[src/ccg_regs.svh]
/*
 Register offsets, reset values, field positions and timing counts of the
 clock output gate and reference select block.
 Assumes a 200 MHz aclk and AXI4-Lite byte addressing with 32-bit data.
*/
// Functional notes
// - Nine pairs, own enable bit, registers 0x00-0x08
// - Enable bits active high, reset to one
// - Hundred MHz pairs run with supply good and enable
// - Same gating for 25 MHz and selectable pairs
// - Disabled pair holds both legs low
// - Reference present: local 25 MHz locks to it
// - Reference absent: local 25 MHz from crystal
// - Missing reference drives open-drain indication low
// - Register access only while supply good high
`ifndef CCG_REGS_SVH
`define CCG_REGS_SVH

// Register byte addresses
`define CCG_ADDR_OE100    8'h00
`define CCG_ADDR_OE25     8'h04
`define CCG_ADDR_OEMX     8'h08
`define CCG_ADDR_MXSEL    8'h0c
`define CCG_ADDR_STAT     8'h10
`define CCG_ADDR_IRQST    8'h14
`define CCG_ADDR_IRQMSK   8'h18

// Field positions and reset values
`define CCG_OE100_RST     6'h3f
`define CCG_OE25_BIT      2
`define CCG_OEMX_LSB      1
`define CCG_OEMX_RST      2'h3
`define CCG_MXSEL_RST     2'h0
`define CCG_IRQMSK_RST    4'h0
`define CCG_IRQ_REF_LOST  0
`define CCG_IRQ_REF_FOUND 1
`define CCG_IRQ_SUP_FALL  2
`define CCG_IRQ_SUP_RISE  3

// Output pair indices
`define CCG_NPAIRS        9
`define CCG_PAIR_25       6
`define CCG_PAIR_MX0      7

// Bus answers
`define CCG_RESP_OKAY     2'h0
`define CCG_RESP_SLVERR   2'h2

// Timing
`define CCG_CLK_MHZ       200
`define CCG_PERIOD25_NS   40
`define CCG_DIV25_CYC     ((`CCG_PERIOD25_NS * `CCG_CLK_MHZ) / 1000)
`define CCG_REF_LOSS_NS   160
`define CCG_REF_LOSS_CYC  ((`CCG_REF_LOSS_NS * `CCG_CLK_MHZ) / 1000)
`define CCG_HALF25_CYC    (`CCG_DIV25_CYC / 2)

`endif

[src/ccg_pkg.sv]
/*
 Types shared by the clock output gate and reference select block.
 Assumes ccg_regs.svh supplies the numeric constants.
*/
`default_nettype none
package ccg_pkg;
	typedef logic [1:0] ccg_resp_t;
	typedef logic [8:0] ccg_pairs_t;

	// Source of the local 25 MHz phase
	typedef enum logic [1:0]
	{
		CCG_SRC_XTAL = 2'b01,
		CCG_SRC_REF  = 2'b10
	} ccg_src_t;

	// Rising edge of a synchronised level
	function automatic logic ccg_rise(input logic prev, input logic cur);
		return cur & ~prev;
	endfunction
endpackage
`default_nettype wire

[src/ccg_gate_if.sv]
/*
 Carrier between the control logic and the output gate stage.
 Assumes both ends run on aclk.
*/
`timescale 1ns/10ps
`default_nettype none
interface ccg_gate_if;
	logic [8:0] src;   // Free running source levels
	logic [8:0] req;   // Requested run state
	logic [8:0] run;   // Applied run state
	logic [8:0] out_t; // True legs
	logic [8:0] out_c; // Complement legs

	modport gate (input src, input req, output run, output out_t, output out_c);
	modport ctl  (output src, output req, input run, input out_t, input out_c);
endinterface
`default_nettype wire

[src/ccg_out_gate.sv]
/*
 Output gate stage: per pair run state and registered legs.
 Assumes source levels are flops on aclk.
*/
`timescale 1ns/10ps
`default_nettype none
module ccg_out_gate
(
	input  wire logic aclk,
	input  wire logic aresetn,
	ccg_gate_if.gate  g
);
	import ccg_pkg::*;

	logic [8:0] run;

	// Run state moves only during the low phase of its source
	always_ff @(posedge aclk)
	begin
		if (!aresetn)
			run <= 9'h000;
		else
			run <= (run & g.src) | (g.req & ~g.src);
	end

	// Legs follow the source while running, both low otherwise
	always_ff @(posedge aclk)
	begin
		if (!aresetn)
		begin
			g.out_t <= 9'h000;
			g.out_c <= 9'h000;
		end
		else
		begin
			g.out_t <= g.src & run;
			g.out_c <= ~g.src & run;
		end
	end

	assign g.run = run;

	a_stop_legs_low: assert property (@(posedge aclk) disable iff (!aresetn)
		(run == 9'h000) |=> (g.out_t == 9'h000) && (g.out_c == 9'h000))
		else $error("legs not low while stopped");

	a_run_change_low: assert property (@(posedge aclk) disable iff (!aresetn)
		(run != $past(run)) |-> (($past(run) ^ run) & $past(g.src)) == 9'h000)
		else $error("run state changed in high phase");

	a_true_no_runt: assert property (@(posedge aclk) disable iff (!aresetn)
		$rose(g.out_t[0]) |-> $past(run[0], 2) || !$past(g.src[0], 2))
		else $error("true leg started mid high phase");
endmodule // ccg_out_gate
`default_nettype wire

[src/ccg_top.sv]
/*
 Clock output gate and reference select top: AXI4-Lite register slave,
 input synchronisers, reference presence detection, local 25 MHz phase
 and the pair sources handed to the gate stage.
 Assumes aclk at 200 MHz; pins are asynchronous to aclk.
*/
`timescale 1ns/10ps
`default_nettype none
`include "ccg_regs.svh"
module ccg_top
(
	input  wire logic              aclk,
	input  wire logic              aresetn,
	input  wire logic [7:0]        s_axi_awaddr,
	input  wire logic              s_axi_awvalid,
	output logic                   s_axi_awready,
	input  wire logic [31:0]       s_axi_wdata,
	input  wire logic [3:0]        s_axi_wstrb,
	input  wire logic              s_axi_wvalid,
	output logic                   s_axi_wready,
	output var ccg_pkg::ccg_resp_t s_axi_bresp,
	output logic                   s_axi_bvalid,
	input  wire logic              s_axi_bready,
	input  wire logic [7:0]        s_axi_araddr,
	input  wire logic              s_axi_arvalid,
	output logic                   s_axi_arready,
	output logic [31:0]            s_axi_rdata,
	output var ccg_pkg::ccg_resp_t s_axi_rresp,
	output logic                   s_axi_rvalid,
	input  wire logic              s_axi_rready,
	input  wire logic              supply_good_in,
	input  wire logic              platform_time_ref_in,
	input  wire logic              crystal_or_ext_ref_in,
	output logic [5:0]             hundred_mhz_out_t,
	output logic [5:0]             hundred_mhz_out_c,
	output logic                   twentyfive_mhz_out_t,
	output logic                   twentyfive_mhz_out_c,
	output logic [1:0]             selectable_freq_out_t,
	output logic [1:0]             selectable_freq_out_c,
	output logic                   platform_time_missing_n_o,
	output logic                   platform_time_missing_n_oe,
	output logic                   irq
);
	import ccg_pkg::*;

	localparam int LOSS = `CCG_REF_LOSS_CYC;

	logic [2:0] sup_sync;
	logic [2:0] ref_sync;
	logic [2:0] xtal_sync;
	logic       sup_ok;
	logic       sup_rise;
	logic       sup_fall;
	logic       ref_rise;
	logic       xtal_rise;
	logic [5:0] ref_cnt;
	logic       ref_missing;
	ccg_src_t   src_state;
	ccg_src_t   next_src_state;
	logic [2:0] ph25;
	logic       lvl25;
	logic       hund_lvl;
	logic [5:0] oe100;
	logic       oe25;
	logic [1:0] oemx;
	logic [1:0] mxsel;
	logic [3:0] irq_st;
	logic [3:0] irq_msk;
	logic [3:0] irq_ev;
	logic [3:0] irq_clr;
	logic       aw_hold;
	logic       w_hold;
	logic [7:0] awaddr_q;
	logic [31:0] wdata_q;
	logic [3:0] wstrb_q;
	logic       wr_fire;
	logic       wr_ok;
	logic       wr_hit;
	logic [31:0] rd_word;
	logic       rd_hit;

	ccg_gate_if g ();

	// Two-stage synchronisers, third stage only for edge detection
	always_ff @(posedge aclk)
	begin
		if (!aresetn)
		begin
			sup_sync  <= 3'h0;
			ref_sync  <= 3'h0;
			xtal_sync <= 3'h0;
		end
		else
		begin
			sup_sync  <= {sup_sync[1:0], supply_good_in};
			ref_sync  <= {ref_sync[1:0], platform_time_ref_in};
			xtal_sync <= {xtal_sync[1:0], crystal_or_ext_ref_in};
		end
	end

	assign sup_ok    = sup_sync[1];
	assign sup_rise  = ccg_rise(sup_sync[2], sup_sync[1]);
	assign sup_fall  = ccg_rise(sup_sync[1], sup_sync[2]);
	assign ref_rise  = ccg_rise(ref_sync[2], ref_sync[1]);
	assign xtal_rise = ccg_rise(xtal_sync[2], xtal_sync[1]);

	// Reference presence: lost after LOSS cycles without a rising edge
	always_ff @(posedge aclk)
	begin
		if (!aresetn)
		begin
			ref_cnt     <= 6'h00;
			ref_missing <= 1'b1;
		end
		else if (ref_rise)
		begin
			ref_cnt     <= 6'h00;
			ref_missing <= 1'b0;
		end
		else if (ref_cnt < 6'(LOSS))
			ref_cnt <= ref_cnt + 6'h01;
		else
			ref_missing <= 1'b1;
	end

	// Open-drain indication pulls low while the reference is absent
	assign platform_time_missing_n_o  = 1'b0;
	assign platform_time_missing_n_oe = ref_missing;

	// Phase source select follows reference presence
	always_comb
	begin
		next_src_state = src_state;
		unique case (src_state)
			CCG_SRC_XTAL:
				if (!ref_missing)
					next_src_state = CCG_SRC_REF;
			CCG_SRC_REF:
				if (ref_missing)
					next_src_state = CCG_SRC_XTAL;
			default:
				next_src_state = CCG_SRC_XTAL;
		endcase
	end

	always_ff @(posedge aclk)
	begin
		if (!aresetn)
			src_state <= CCG_SRC_XTAL;
		else
			src_state <= next_src_state;
	end

	// Local 25 MHz phase, realigned on each rising edge of the chosen source
	always_ff @(posedge aclk)
	begin
		if (!aresetn)
			ph25 <= 3'h0;
		else if (src_state == CCG_SRC_REF && ref_rise)
			ph25 <= 3'h1;
		else if (src_state == CCG_SRC_XTAL && xtal_rise)
			ph25 <= 3'h1;
		else if (ph25 == 3'(`CCG_DIV25_CYC - 1))
			ph25 <= 3'h0;
		else
			ph25 <= ph25 + 3'h1;
	end

	// 25 MHz level is high for the first half of the phase
	always_ff @(posedge aclk)
	begin
		if (!aresetn)
			lvl25 <= 1'b0;
		else
			lvl25 <= (ph25 < 3'(`CCG_HALF25_CYC));
	end

	// 100 MHz level toggles every cycle
	always_ff @(posedge aclk)
	begin
		if (!aresetn)
			hund_lvl <= 1'b0;
		else
			hund_lvl <= ~hund_lvl;
	end

	// Pair sources and gate requests
	// One driver per carrier vector: pairs 8..7 selectable, 6 is 25 MHz, 5..0 are 100 MHz
	assign g.src = {mxsel[1] ? lvl25 : hund_lvl, mxsel[0] ? lvl25 : hund_lvl, lvl25, {6{hund_lvl}}};
	assign g.req = {oemx & {2{sup_ok}},
		oe25 & sup_ok,
		oe100 & {6{sup_ok}}};

	ccg_out_gate u_gate
	(
		.aclk    (aclk),
		.aresetn (aresetn),
		.g       (g)
	);

	assign hundred_mhz_out_t     = g.out_t[5:0];
	assign hundred_mhz_out_c     = g.out_c[5:0];
	assign twentyfive_mhz_out_t  = g.out_t[`CCG_PAIR_25];
	assign twentyfive_mhz_out_c  = g.out_c[`CCG_PAIR_25];
	assign selectable_freq_out_t = g.out_t[8:7];
	assign selectable_freq_out_c = g.out_c[8:7];

	// Write address and data are held until both are present
	assign s_axi_awready = !aw_hold && !s_axi_bvalid;
	assign s_axi_wready  = !w_hold && !s_axi_bvalid;
	assign wr_fire       = aw_hold && w_hold && !s_axi_bvalid;
	assign wr_ok         = wr_fire && sup_ok && wstrb_q[0];

	always_ff @(posedge aclk)
	begin
		if (!aresetn)
		begin
			aw_hold  <= 1'b0;
			awaddr_q <= 8'h00;
		end
		else if (s_axi_awvalid && s_axi_awready)
		begin
			aw_hold  <= 1'b1;
			awaddr_q <= s_axi_awaddr;
		end
		else if (wr_fire)
			aw_hold <= 1'b0;
	end

	always_ff @(posedge aclk)
	begin
		if (!aresetn)
		begin
			w_hold  <= 1'b0;
			wdata_q <= 32'h0000_0000;
			wstrb_q <= 4'h0;
		end
		else if (s_axi_wvalid && s_axi_wready)
		begin
			w_hold  <= 1'b1;
			wdata_q <= s_axi_wdata;
			wstrb_q <= s_axi_wstrb;
		end
		else if (wr_fire)
			w_hold <= 1'b0;
	end

	// Write address decode
	always_comb
	begin
		unique case (awaddr_q)
			`CCG_ADDR_OE100, `CCG_ADDR_OE25, `CCG_ADDR_OEMX, `CCG_ADDR_MXSEL,
			`CCG_ADDR_STAT, `CCG_ADDR_IRQST, `CCG_ADDR_IRQMSK:
				wr_hit = 1'b1;
			default:
				wr_hit = 1'b0;
		endcase
	end

	// Write response; supply low or unmapped answers SLVERR
	always_ff @(posedge aclk)
	begin
		if (!aresetn)
		begin
			s_axi_bvalid <= 1'b0;
			s_axi_bresp  <= `CCG_RESP_OKAY;
		end
		else if (wr_fire)
		begin
			s_axi_bvalid <= 1'b1;
			s_axi_bresp  <= (sup_ok && wr_hit) ? `CCG_RESP_OKAY : `CCG_RESP_SLVERR;
		end
		else if (s_axi_bready)
			s_axi_bvalid <= 1'b0;
	end

	// Output enable registers, all enabled out of reset
	always_ff @(posedge aclk)
	begin
		if (!aresetn)
		begin
			oe100 <= `CCG_OE100_RST;
			oe25  <= 1'b1;
			oemx  <= `CCG_OEMX_RST;
		end
		else if (wr_ok)
		begin
			if (awaddr_q == `CCG_ADDR_OE100)
				oe100 <= wdata_q[5:0];
			if (awaddr_q == `CCG_ADDR_OE25)
				oe25 <= wdata_q[`CCG_OE25_BIT];
			if (awaddr_q == `CCG_ADDR_OEMX)
				oemx <= wdata_q[`CCG_OEMX_LSB +: 2];
		end
	end

	// Selectable pair frequency and interrupt mask
	always_ff @(posedge aclk)
	begin
		if (!aresetn)
		begin
			mxsel   <= `CCG_MXSEL_RST;
			irq_msk <= `CCG_IRQMSK_RST;
		end
		else if (wr_ok)
		begin
			if (awaddr_q == `CCG_ADDR_MXSEL)
				mxsel <= wdata_q[`CCG_OEMX_LSB +: 2];
			if (awaddr_q == `CCG_ADDR_IRQMSK)
				irq_msk <= wdata_q[3:0];
		end
	end

	// Sticky events, write one to clear, a new event wins
	assign irq_ev[`CCG_IRQ_REF_LOST]  = (src_state == CCG_SRC_REF) && ref_missing;
	assign irq_ev[`CCG_IRQ_REF_FOUND] = (src_state == CCG_SRC_XTAL) && !ref_missing;
	assign irq_ev[`CCG_IRQ_SUP_FALL]  = sup_fall;
	assign irq_ev[`CCG_IRQ_SUP_RISE]  = sup_rise;
	assign irq_clr = (wr_ok && awaddr_q == `CCG_ADDR_IRQST) ? wdata_q[3:0] : 4'h0;

	always_ff @(posedge aclk)
	begin
		if (!aresetn)
		begin
			irq_st <= 4'h0;
			irq    <= 1'b0;
		end
		else
		begin
			irq_st <= (irq_st & ~irq_clr) | irq_ev;
			irq    <= |(irq_st & irq_msk);
		end
	end

	// Read mux
	always_comb
	begin
		rd_word = 32'h0000_0000;
		rd_hit  = 1'b1;
		unique case (s_axi_araddr)
			`CCG_ADDR_OE100:  rd_word[5:0] = oe100;
			`CCG_ADDR_OE25:   rd_word[`CCG_OE25_BIT] = oe25;
			`CCG_ADDR_OEMX:   rd_word[`CCG_OEMX_LSB +: 2] = oemx;
			`CCG_ADDR_MXSEL:  rd_word[`CCG_OEMX_LSB +: 2] = mxsel;
			`CCG_ADDR_STAT:   rd_word[12:0] = {g.run, src_state == CCG_SRC_REF, sup_ok, 1'b0, ~ref_missing};
			`CCG_ADDR_IRQST:  rd_word[3:0] = irq_st;
			`CCG_ADDR_IRQMSK: rd_word[3:0] = irq_msk;
			default:          rd_hit = 1'b0;
		endcase
	end

	// Read channel, answer one cycle after the address is taken
	assign s_axi_arready = !s_axi_rvalid;

	always_ff @(posedge aclk)
	begin
		if (!aresetn)
		begin
			s_axi_rvalid <= 1'b0;
			s_axi_rdata  <= 32'h0000_0000;
			s_axi_rresp  <= `CCG_RESP_OKAY;
		end
		else if (s_axi_arvalid && s_axi_arready)
		begin
			s_axi_rvalid <= 1'b1;
			s_axi_rdata  <= (sup_ok && rd_hit) ? rd_word : 32'h0000_0000;
			s_axi_rresp  <= (sup_ok && rd_hit) ? `CCG_RESP_OKAY : `CCG_RESP_SLVERR;
		end
		else if (s_axi_rready)
			s_axi_rvalid <= 1'b0;
	end

	a_oe_reset_all: assert property (@(posedge aclk)
		$rose(aresetn) |-> (oe100 == 6'h3f) && oe25 && (oemx == 2'h3))
		else $error("enables not set after reset");

	a_supply_stops: assert property (@(posedge aclk) disable iff (!aresetn)
		(!sup_ok && $past(!sup_ok, 8)) |-> (g.run == 9'h000))
		else $error("pair running without supply good");

	a_oe_stops_25: assert property (@(posedge aclk) disable iff (!aresetn)
		(!oe25 && $past(!oe25, 8)) |-> !g.run[6] && !twentyfive_mhz_out_t)
		else $error("25 MHz pair running while disabled");

	a_runs_enabled: assert property (@(posedge aclk) disable iff (!aresetn)
		(sup_ok && oe100[0]) [*4] |=> g.run[0])
		else $error("enabled pair not running");

	a_ref_lock: assert property (@(posedge aclk) disable iff (!aresetn)
		(src_state == CCG_SRC_REF && ref_rise) |=> (ph25 == 3'h1) ##1 lvl25)
		else $error("25 MHz phase not aligned to reference");

	a_xtal_source: assert property (@(posedge aclk) disable iff (!aresetn)
		ref_missing |-> ##[0:1] (src_state == CCG_SRC_XTAL))
		else $error("crystal not selected without reference");

	a_missing_flag: assert property (@(posedge aclk) disable iff (!aresetn)
		(!ref_rise && ref_cnt == 6'(LOSS)) |=> platform_time_missing_n_oe && !platform_time_missing_n_o)
		else $error("missing indication not asserted");

	a_ref_present: assert property (@(posedge aclk) disable iff (!aresetn)
		ref_rise |=> !platform_time_missing_n_oe)
		else $error("missing indication with reference edge");

	a_write_refused: assert property (@(posedge aclk) disable iff (!aresetn)
		(wr_fire && !sup_ok) |=> s_axi_bvalid && (s_axi_bresp == 2'h2) && $stable(oe100) && $stable(oemx))
		else $error("write accepted without supply good");

	a_w1c_set_wins: assert property (@(posedge aclk) disable iff (!aresetn)
		(irq_ev[2] && irq_clr[2]) |=> irq_st[2])
		else $error("event lost to clear");
endmodule // ccg_top
`default_nettype wire

[config.mk]
export PLATFORM = sky130hd
export DESIGN_NAME = ccg_top
export DESIGN_NICKNAME = d
export VERILOG_FILES = /design/src/ccg_pkg.sv /design/src/ccg_gate_if.sv /design/src/ccg_out_gate.sv /design/src/ccg_top.sv
export VERILOG_INCLUDE_DIRS = /design/src
export SDC_FILE = /design/constraint.sdc
export NUM_CORES = 1
export LEC_CHECK = 0
export BUFFER_PORTS_ARGS = -buffer_cell sky130_fd_sc_hd__buf_2
export CORE_UTILIZATION = 55
export DETAILED_ROUTE_END_ITERATION = 12
export PLACE_DENSITY = 0.92
export SYNTH_ARGS = -nofsm -noshare
export SYNTH_HDL_FRONTEND = slang
export SYNTH_SLANG_ARGS = --single-unit
[constraint.sdc]
create_clock -name aclk -period 2.5 [get_ports aclk]
set_input_delay 0.5 -clock aclk [delete_from_list [all_inputs] [get_ports aclk]]
set_output_delay 0.5 -clock aclk [all_outputs]
set_load 0.02 [all_outputs]
; ---- Word-level counts from Yosys, hierarchy flattened
; Index checks and enable logic that the tools add are counted.
[op_classes]
n_lt_le_gt_ge = 2
eq_ne = 18
shift = 0
mux = 29
n_div = 0
n_bitwise = 23
reduce_logical = 38
n_mul = 0
n_addsub = 2
[ops]
columns = op, count
row1 = $eq A8 B5 Y1 const B, 6
row2 = $eq A8 B4 Y1 const B, 4
row3 = $and A9 B9 Y9, 3
row4 = $eq A8 B3 Y1 const B, 2
row5 = $logic_and A1 B1 Y1, 16
row6 = $logic_not A8 Y1, 2
row7 = $mux W1, 16
row8 = $reduce_or A7 Y1, 2
row9 = $mux W13, 1
row10 = $reduce_and A2 Y1, 6
row11 = $not A9 Y9, 1
row12 = $or A9 B9 Y9, 1
row13 = $and A4 B4 Y4, 2
row14 = $mux W2, 4
row15 = $pmux W1 S4, 2
row16 = $pmux W2 S2, 2
row17 = $reduce_bool A2 Y1, 4
row18 = $reduce_or A4 Y1, 2
row19 = $mux W7, 1
row20 = $not A1 Y1, 7
row21 = $pmux W1 S7, 1
row22 = $add A6 B1 Y6 const B, 1
row23 = $and A6 B6 Y6, 1
row24 = $lt A6 B6 Y1 const B, 1
row25 = 14 further kinds, 24
[word_totals]
latch_bits = 0
out_inout_bits = 62
n_memories = 0
mem_bits_rw = 0
wordCells = 142
regBits = 125
inputBits = 62
romBits = 0

; ---- Longest topological paths before layout
[depth]
word_depth = 9
mapped_depth = 6
mapped_depth_nobuf = 5

; ---- Cells and area by module
; From an unflattened synthesis, not the netlist that was laid out.
[hier_totals]
hier_cells = 438
hier_area_um2 = 4181.5
[modules_own_cells]
columns = mod, seq_area_each_um2, area_each_um2, cells_each, instances
row1 = ccg_top, 1541.5, 3337.0, 364, 1
row2 = ccg_out_gate, 540.5, 844.6, 74, 1

; ---- Least setup slack after synthesis
; OpenSTA, ideal clock, no wires.
[synth_timing]
kind = reg-to-reg
from = reg s_axi_bvalid
to = reg wdata_q[0]
path_stages_with_launch = 6
t_arrival_ns = 1.360
setup_ns = 0.128
synth_period_minus_slack_ns = 1.488
slack_ns = 1.012
path_buffers = 1
required_time_ns = 2.372
cell_sequence = dfxtp_1 nor2_1 and2_1 buf_2 mux2i_1 nor2_1
[synth_via]
elab_chain_cells = 3
[synth_lines]
columns = item, line_no
row1 = start: declaration, ccg_top.sv:22  ; output logic s_axi_bvalid,
row2 = start signal: assignment, ccg_top.sv:265  ; s_axi_bvalid <= 1'b0;
row3 = start signal: assignment, ccg_top.sv:270  ; s_axi_bvalid <= 1'b1;
row4 = start signal: assignment, ccg_top.sv:274  ; s_axi_bvalid <= 1'b0;
row5 = $logic_not A1 Y1, ccg_top.sv:210  ; assign s_axi_wready = !w_hold && !s_axi_bvalid;
row6 = $logic_and A1 B1 Y1, ccg_top.sv:210
row7 = named net s_axi_wready, ccg_top.sv:20  ; output logic s_axi_wready,
row8 = $logic_and A1 B1 Y1, ccg_top.sv:238  ; else if (s_axi_wvalid && s_axi_wready)
row9 = end signal: assignment, ccg_top.sv:241  ; wdata_q <= s_axi_wdata;
row10 = end: declaration, ccg_top.sv:74  ; logic [31:0] wdata_q;
; The timed path passes the listed nets, and every way through them passes these cells.
; A chain may end at the register's enable or synchronous reset.

; ---- Final worst setup path
[layout_timing]
from = reg awaddr_q[0]
to = reg irq_st[0]
[layout_via]
elab_chain_cells = 6
[layout_lines]
columns = item, line_no
row1 = start: declaration, ccg_top.sv:73  ; logic [7:0] awaddr_q;
row2 = start signal: assignment, ccg_top.sv:224  ; awaddr_q <= s_axi_awaddr;
row3 = $eq A8 B5 Y1, --
row4 = $logic_and A1 B1 Y1 (no line), --
row5 = $mux W4, ccg_top.sv:319  ; assign irq_clr = (wr_ok && awaddr_q == `CCG_ADDR_IRQST) ? wdata_q[3:0] : 4'h0;
row6 = $not A4 Y4, ccg_top.sv:330  ; irq_st <= (irq_st & ~irq_clr) | irq_ev;
row7 = $and A4 B4 Y4, ccg_top.sv:330
row8 = $or A4 B4 Y4, ccg_top.sv:330
row9 = end signal: assignment, ccg_top.sv:330
row10 = end: declaration, ccg_top.sv:67  ; logic [3:0] irq_st;
; Every way passes these cells.

==> impl_metrics.yaml <==
power_and_ir_drop:
  power_leakage_nw: 2.18
  finalPower_mw: 3.01
  vdd_drop_max_uv: 302
  pwr_density_cell_nw_per_um2: 659
logic_synthesis:
  syn-instance-count: 413
  synth.ff_latch_count: 104
  mean_post_synth_cell_area_um2: 9.79
  largest_family_of_logic_cells_by_synthesized_area: "simple AND/OR/NAND/NOR gates"
  synth_warnings: 0
  synth.area.top_cells: "sky130_fd_sc_hd__dfxtp_1 52%, sky130_fd_sc_hd__mux2i_1 7.2%, sky130_fd_sc_hd__buf_4 4.1%, sky130_fd_sc_hd__nand2_1 3.6%, sky130_fd_sc_hd__nor2_1 3.6%"
  synth_edf_count: 0
  yosysMostFrequentCell: "sky130_fd_sc_hd__dfxtp_1"
  async_flop_share: 0
  synth_compound_gate_area_share: 0.0988
  synth_flop_cell: "sky130_fd_sc_hd__dfxtp_1"
  yosys.area.top_type: "sky130_fd_sc_hd__dfxtp_1"
  ys_types: 51
  synth_sequential_area_ratio: 0.515
  yosys.area_share.adder: 0.00929
  share_of_synthesized_cell_area_in_and_or_nand_and_nor_gates: 0.215
  yosysTopAreaCellShare: 0.515
  synth_mux_area_frac: 0.0802
  synth_xor_xnor_area_share: 0.0108
  ys_top_cells_by_count: "104 x sky130_fd_sc_hd__dfxtp_1, 39 x sky130_fd_sc_hd__nand2_1, 39 x sky130_fd_sc_hd__nor2_1"
  synthesis.area_um2: 4040
placement:
  port_buffers: 72
  gp_congestion: 0.808
  dpl.hpwl_mm: 5.99
global_routing:
  antenna_found_initial: 0
  grt_start_max_net_pins: 28
  grt_first_pass_wirelength_mm: 13.4
  first_global_vias: 2915
  globalRouteOverflowTotal: 0
  global_route.usage.total: 0.231
route:
  detail_route.vias_per_cell: 5.38
  detail-route-antenna-nets: 0
  drt_first_pass_iters: 4
  detailedRoute.firstIterationViolations: 184
  dr_total_vias: 3129
  detail_route.wirelength_mm: 8.47
  wl_per_cell_um: 14.6
  drc_errors: 0
clocking:
  cts_root_buf: "sky130_fd_sc_hd__clkbuf_8"
  postCtsSetupBuffers: 0
  cts_htree_levels: 3
  cts_tree: "yes"
  cts-resized-gates: 0
  cts-root-to-sink-buffers: 2
  worstSkewPairLatency_ns: 0.38
  cts_made_buffers: 9
  path_clk_slew_ns: 0.10
  cts_hold_fix_bufs: 0
  tritoncts_num_sinks: 104
setup_path:
  critical_path.max_fanout: 6
  critical_path_class: "flip-flop to flip-flop"
  critical_path_arrival_ns: 1.91
  timing.reg2reg.setup_slack_ns: 0.86
  setup.worst_path.end_class: "flip-flop"
  cp.required_ns: 2.76
  timing.critical_path.from_type: "flip-flop"
layout:
  final_net_count: 546
  area_growth_syn_to_layout_pct: 13.0
  drive_above_1_share: 0.214
  fillers: 532
  fin_util: 0.658
  antennaDiodeCount: 0
sta:
  timing_limited_maximum_frequency_ghz: 0.609
  setup-violations-final: 0
  worst_pin_slew_ns: 0.549
  drv_slew: 0
  max-slew-margin-rel: 0.634
  clock_skew_ns: 0.0129
  post-route-min-period_ns: 1.64
  hold_viol: 0
  share_of_the_clock_period_used_by_the_worst_path: 0.657
  tns_ns: 0
  rsz0062_at_grt: "no"
floorplan:
  fp.coreArea_um2: 6940
  core.rowCount: 30
  die_w_um: 87.7
  dieArea_um2: 7690
  start_util: 0.582
  num_io_pins: 124
  fp.dieH_um: 87.7
hold_path:
  worstHoldPathType: "input port to flip-flop"
job:
  drv_cap: 0
run_status:
  run_status: "finished clean"
==> kinds of logic (layout without fill, tap and decap cells) <==
kind of cell	Yosys count	after routing
AND/OR/NAND/NOR	159	159
adder cells (fa/ha/maj)	3	3
flip-flops	104	104
multiplexers	31	31
buffers and inverters	48	100
other	1	22
XOR/XNOR	5	5
AO/OA/AOI/OAI	62	62
==> metal layers <==
layer | wire (um) | track usage
met5 | 0 | 0
met4 | 192 | 0.128
met3 | 386 | 0.0490
met2 | 4500 | 0.400
met1 | 3390 | 0.265
==> layout by cell type (no fill, tap or decap), drive strengths merged, types with 8 or more instances in the layout <==
cell,n
a21oi,22
a22oi,9
and2,19
and3,10
buf,75
clkbuf,11
conb,22
dfxtp,104
inv,10
mux2i,29
nand2,39
nand2b,8
nor2,39
nor2b,11
o21ai,8
==> worst max-delay path, stage by stage, from the launching register on <==
cell                       delay (ns)
sky130_fd_sc_hd__dfxtp_1         0.35
sky130_fd_sc_hd__nor4_4          0.53
sky130_fd_sc_hd__nand2_1         0.18
sky130_fd_sc_hd__nor3_2          0.34
sky130_fd_sc_hd__a311oi_1        0.14
==> where the power goes <==
part	switching [mW]	internal [mW]
logic	0.173	0.0989
clock network	0.563	0.421
registers	0.0479	1.71
total	0.784	2.23
==> path summary, 6_finish.rpt <==
path,from,to,depth (start not counted)
worst min-delay path,platform_time_ref_in,ref_sync[0]$_SDFF_PN0_,2
worst max-delay path,awaddr_q[0]$_SDFFE_PN0P_,irq_st[0]$_SDFF_PN0_,4
worst min register to register,ph25[2]$_SDFF_PP0_,lvl25$_SDFF_PN0_,1
worst max register to register,awaddr_q[0]$_SDFFE_PN0P_,irq_st[0]$_SDFF_PN0_,4
==> registers in the layout, indices dropped and copies added, names as in the netlist, 3 cells and up, named ones only <==
register and count:
awaddr_q 8, irq_msk 4, irq_st 4, oe100 6, ph25 3, ref_cnt 6
ref_sync 3, s_axi_rdata 13, sup_sync 3, u_gate.g.out_c 9, u_gate.g.out_t 9, wdata_q 6
xtal_sync 3
==> cell type report <==
type / count / area (um2) / area share
Timing Repair Buffer: 75 / 383 / 0.0838
Sequential cell: 104 / 2080 / 0.456
Inverter: 9 / 33.8 / 0.00740
Multi-Input combinational cell: 282 / 1760 / 0.385
Tap cell: 96 / 120 / 0.0263
Clock buffer: 11 / 151 / 0.0331
Clock inverter: 5 / 40.0 / 0.00876
==> stage by stage <==
stage	cell area (um2)	setup WS, ns	instances	hold slack, ns
finish	4570	0.859	582	0.325
global route	4570	0.734	582	0.321
CTS	4570	0.876	582	0.315
detailed placement	4380	0.650	566	0.420
global placement	4380	0.707	566	0.411
floorplan	4120	1.01	434	0.399
Power figures use the tool's default switching activity.
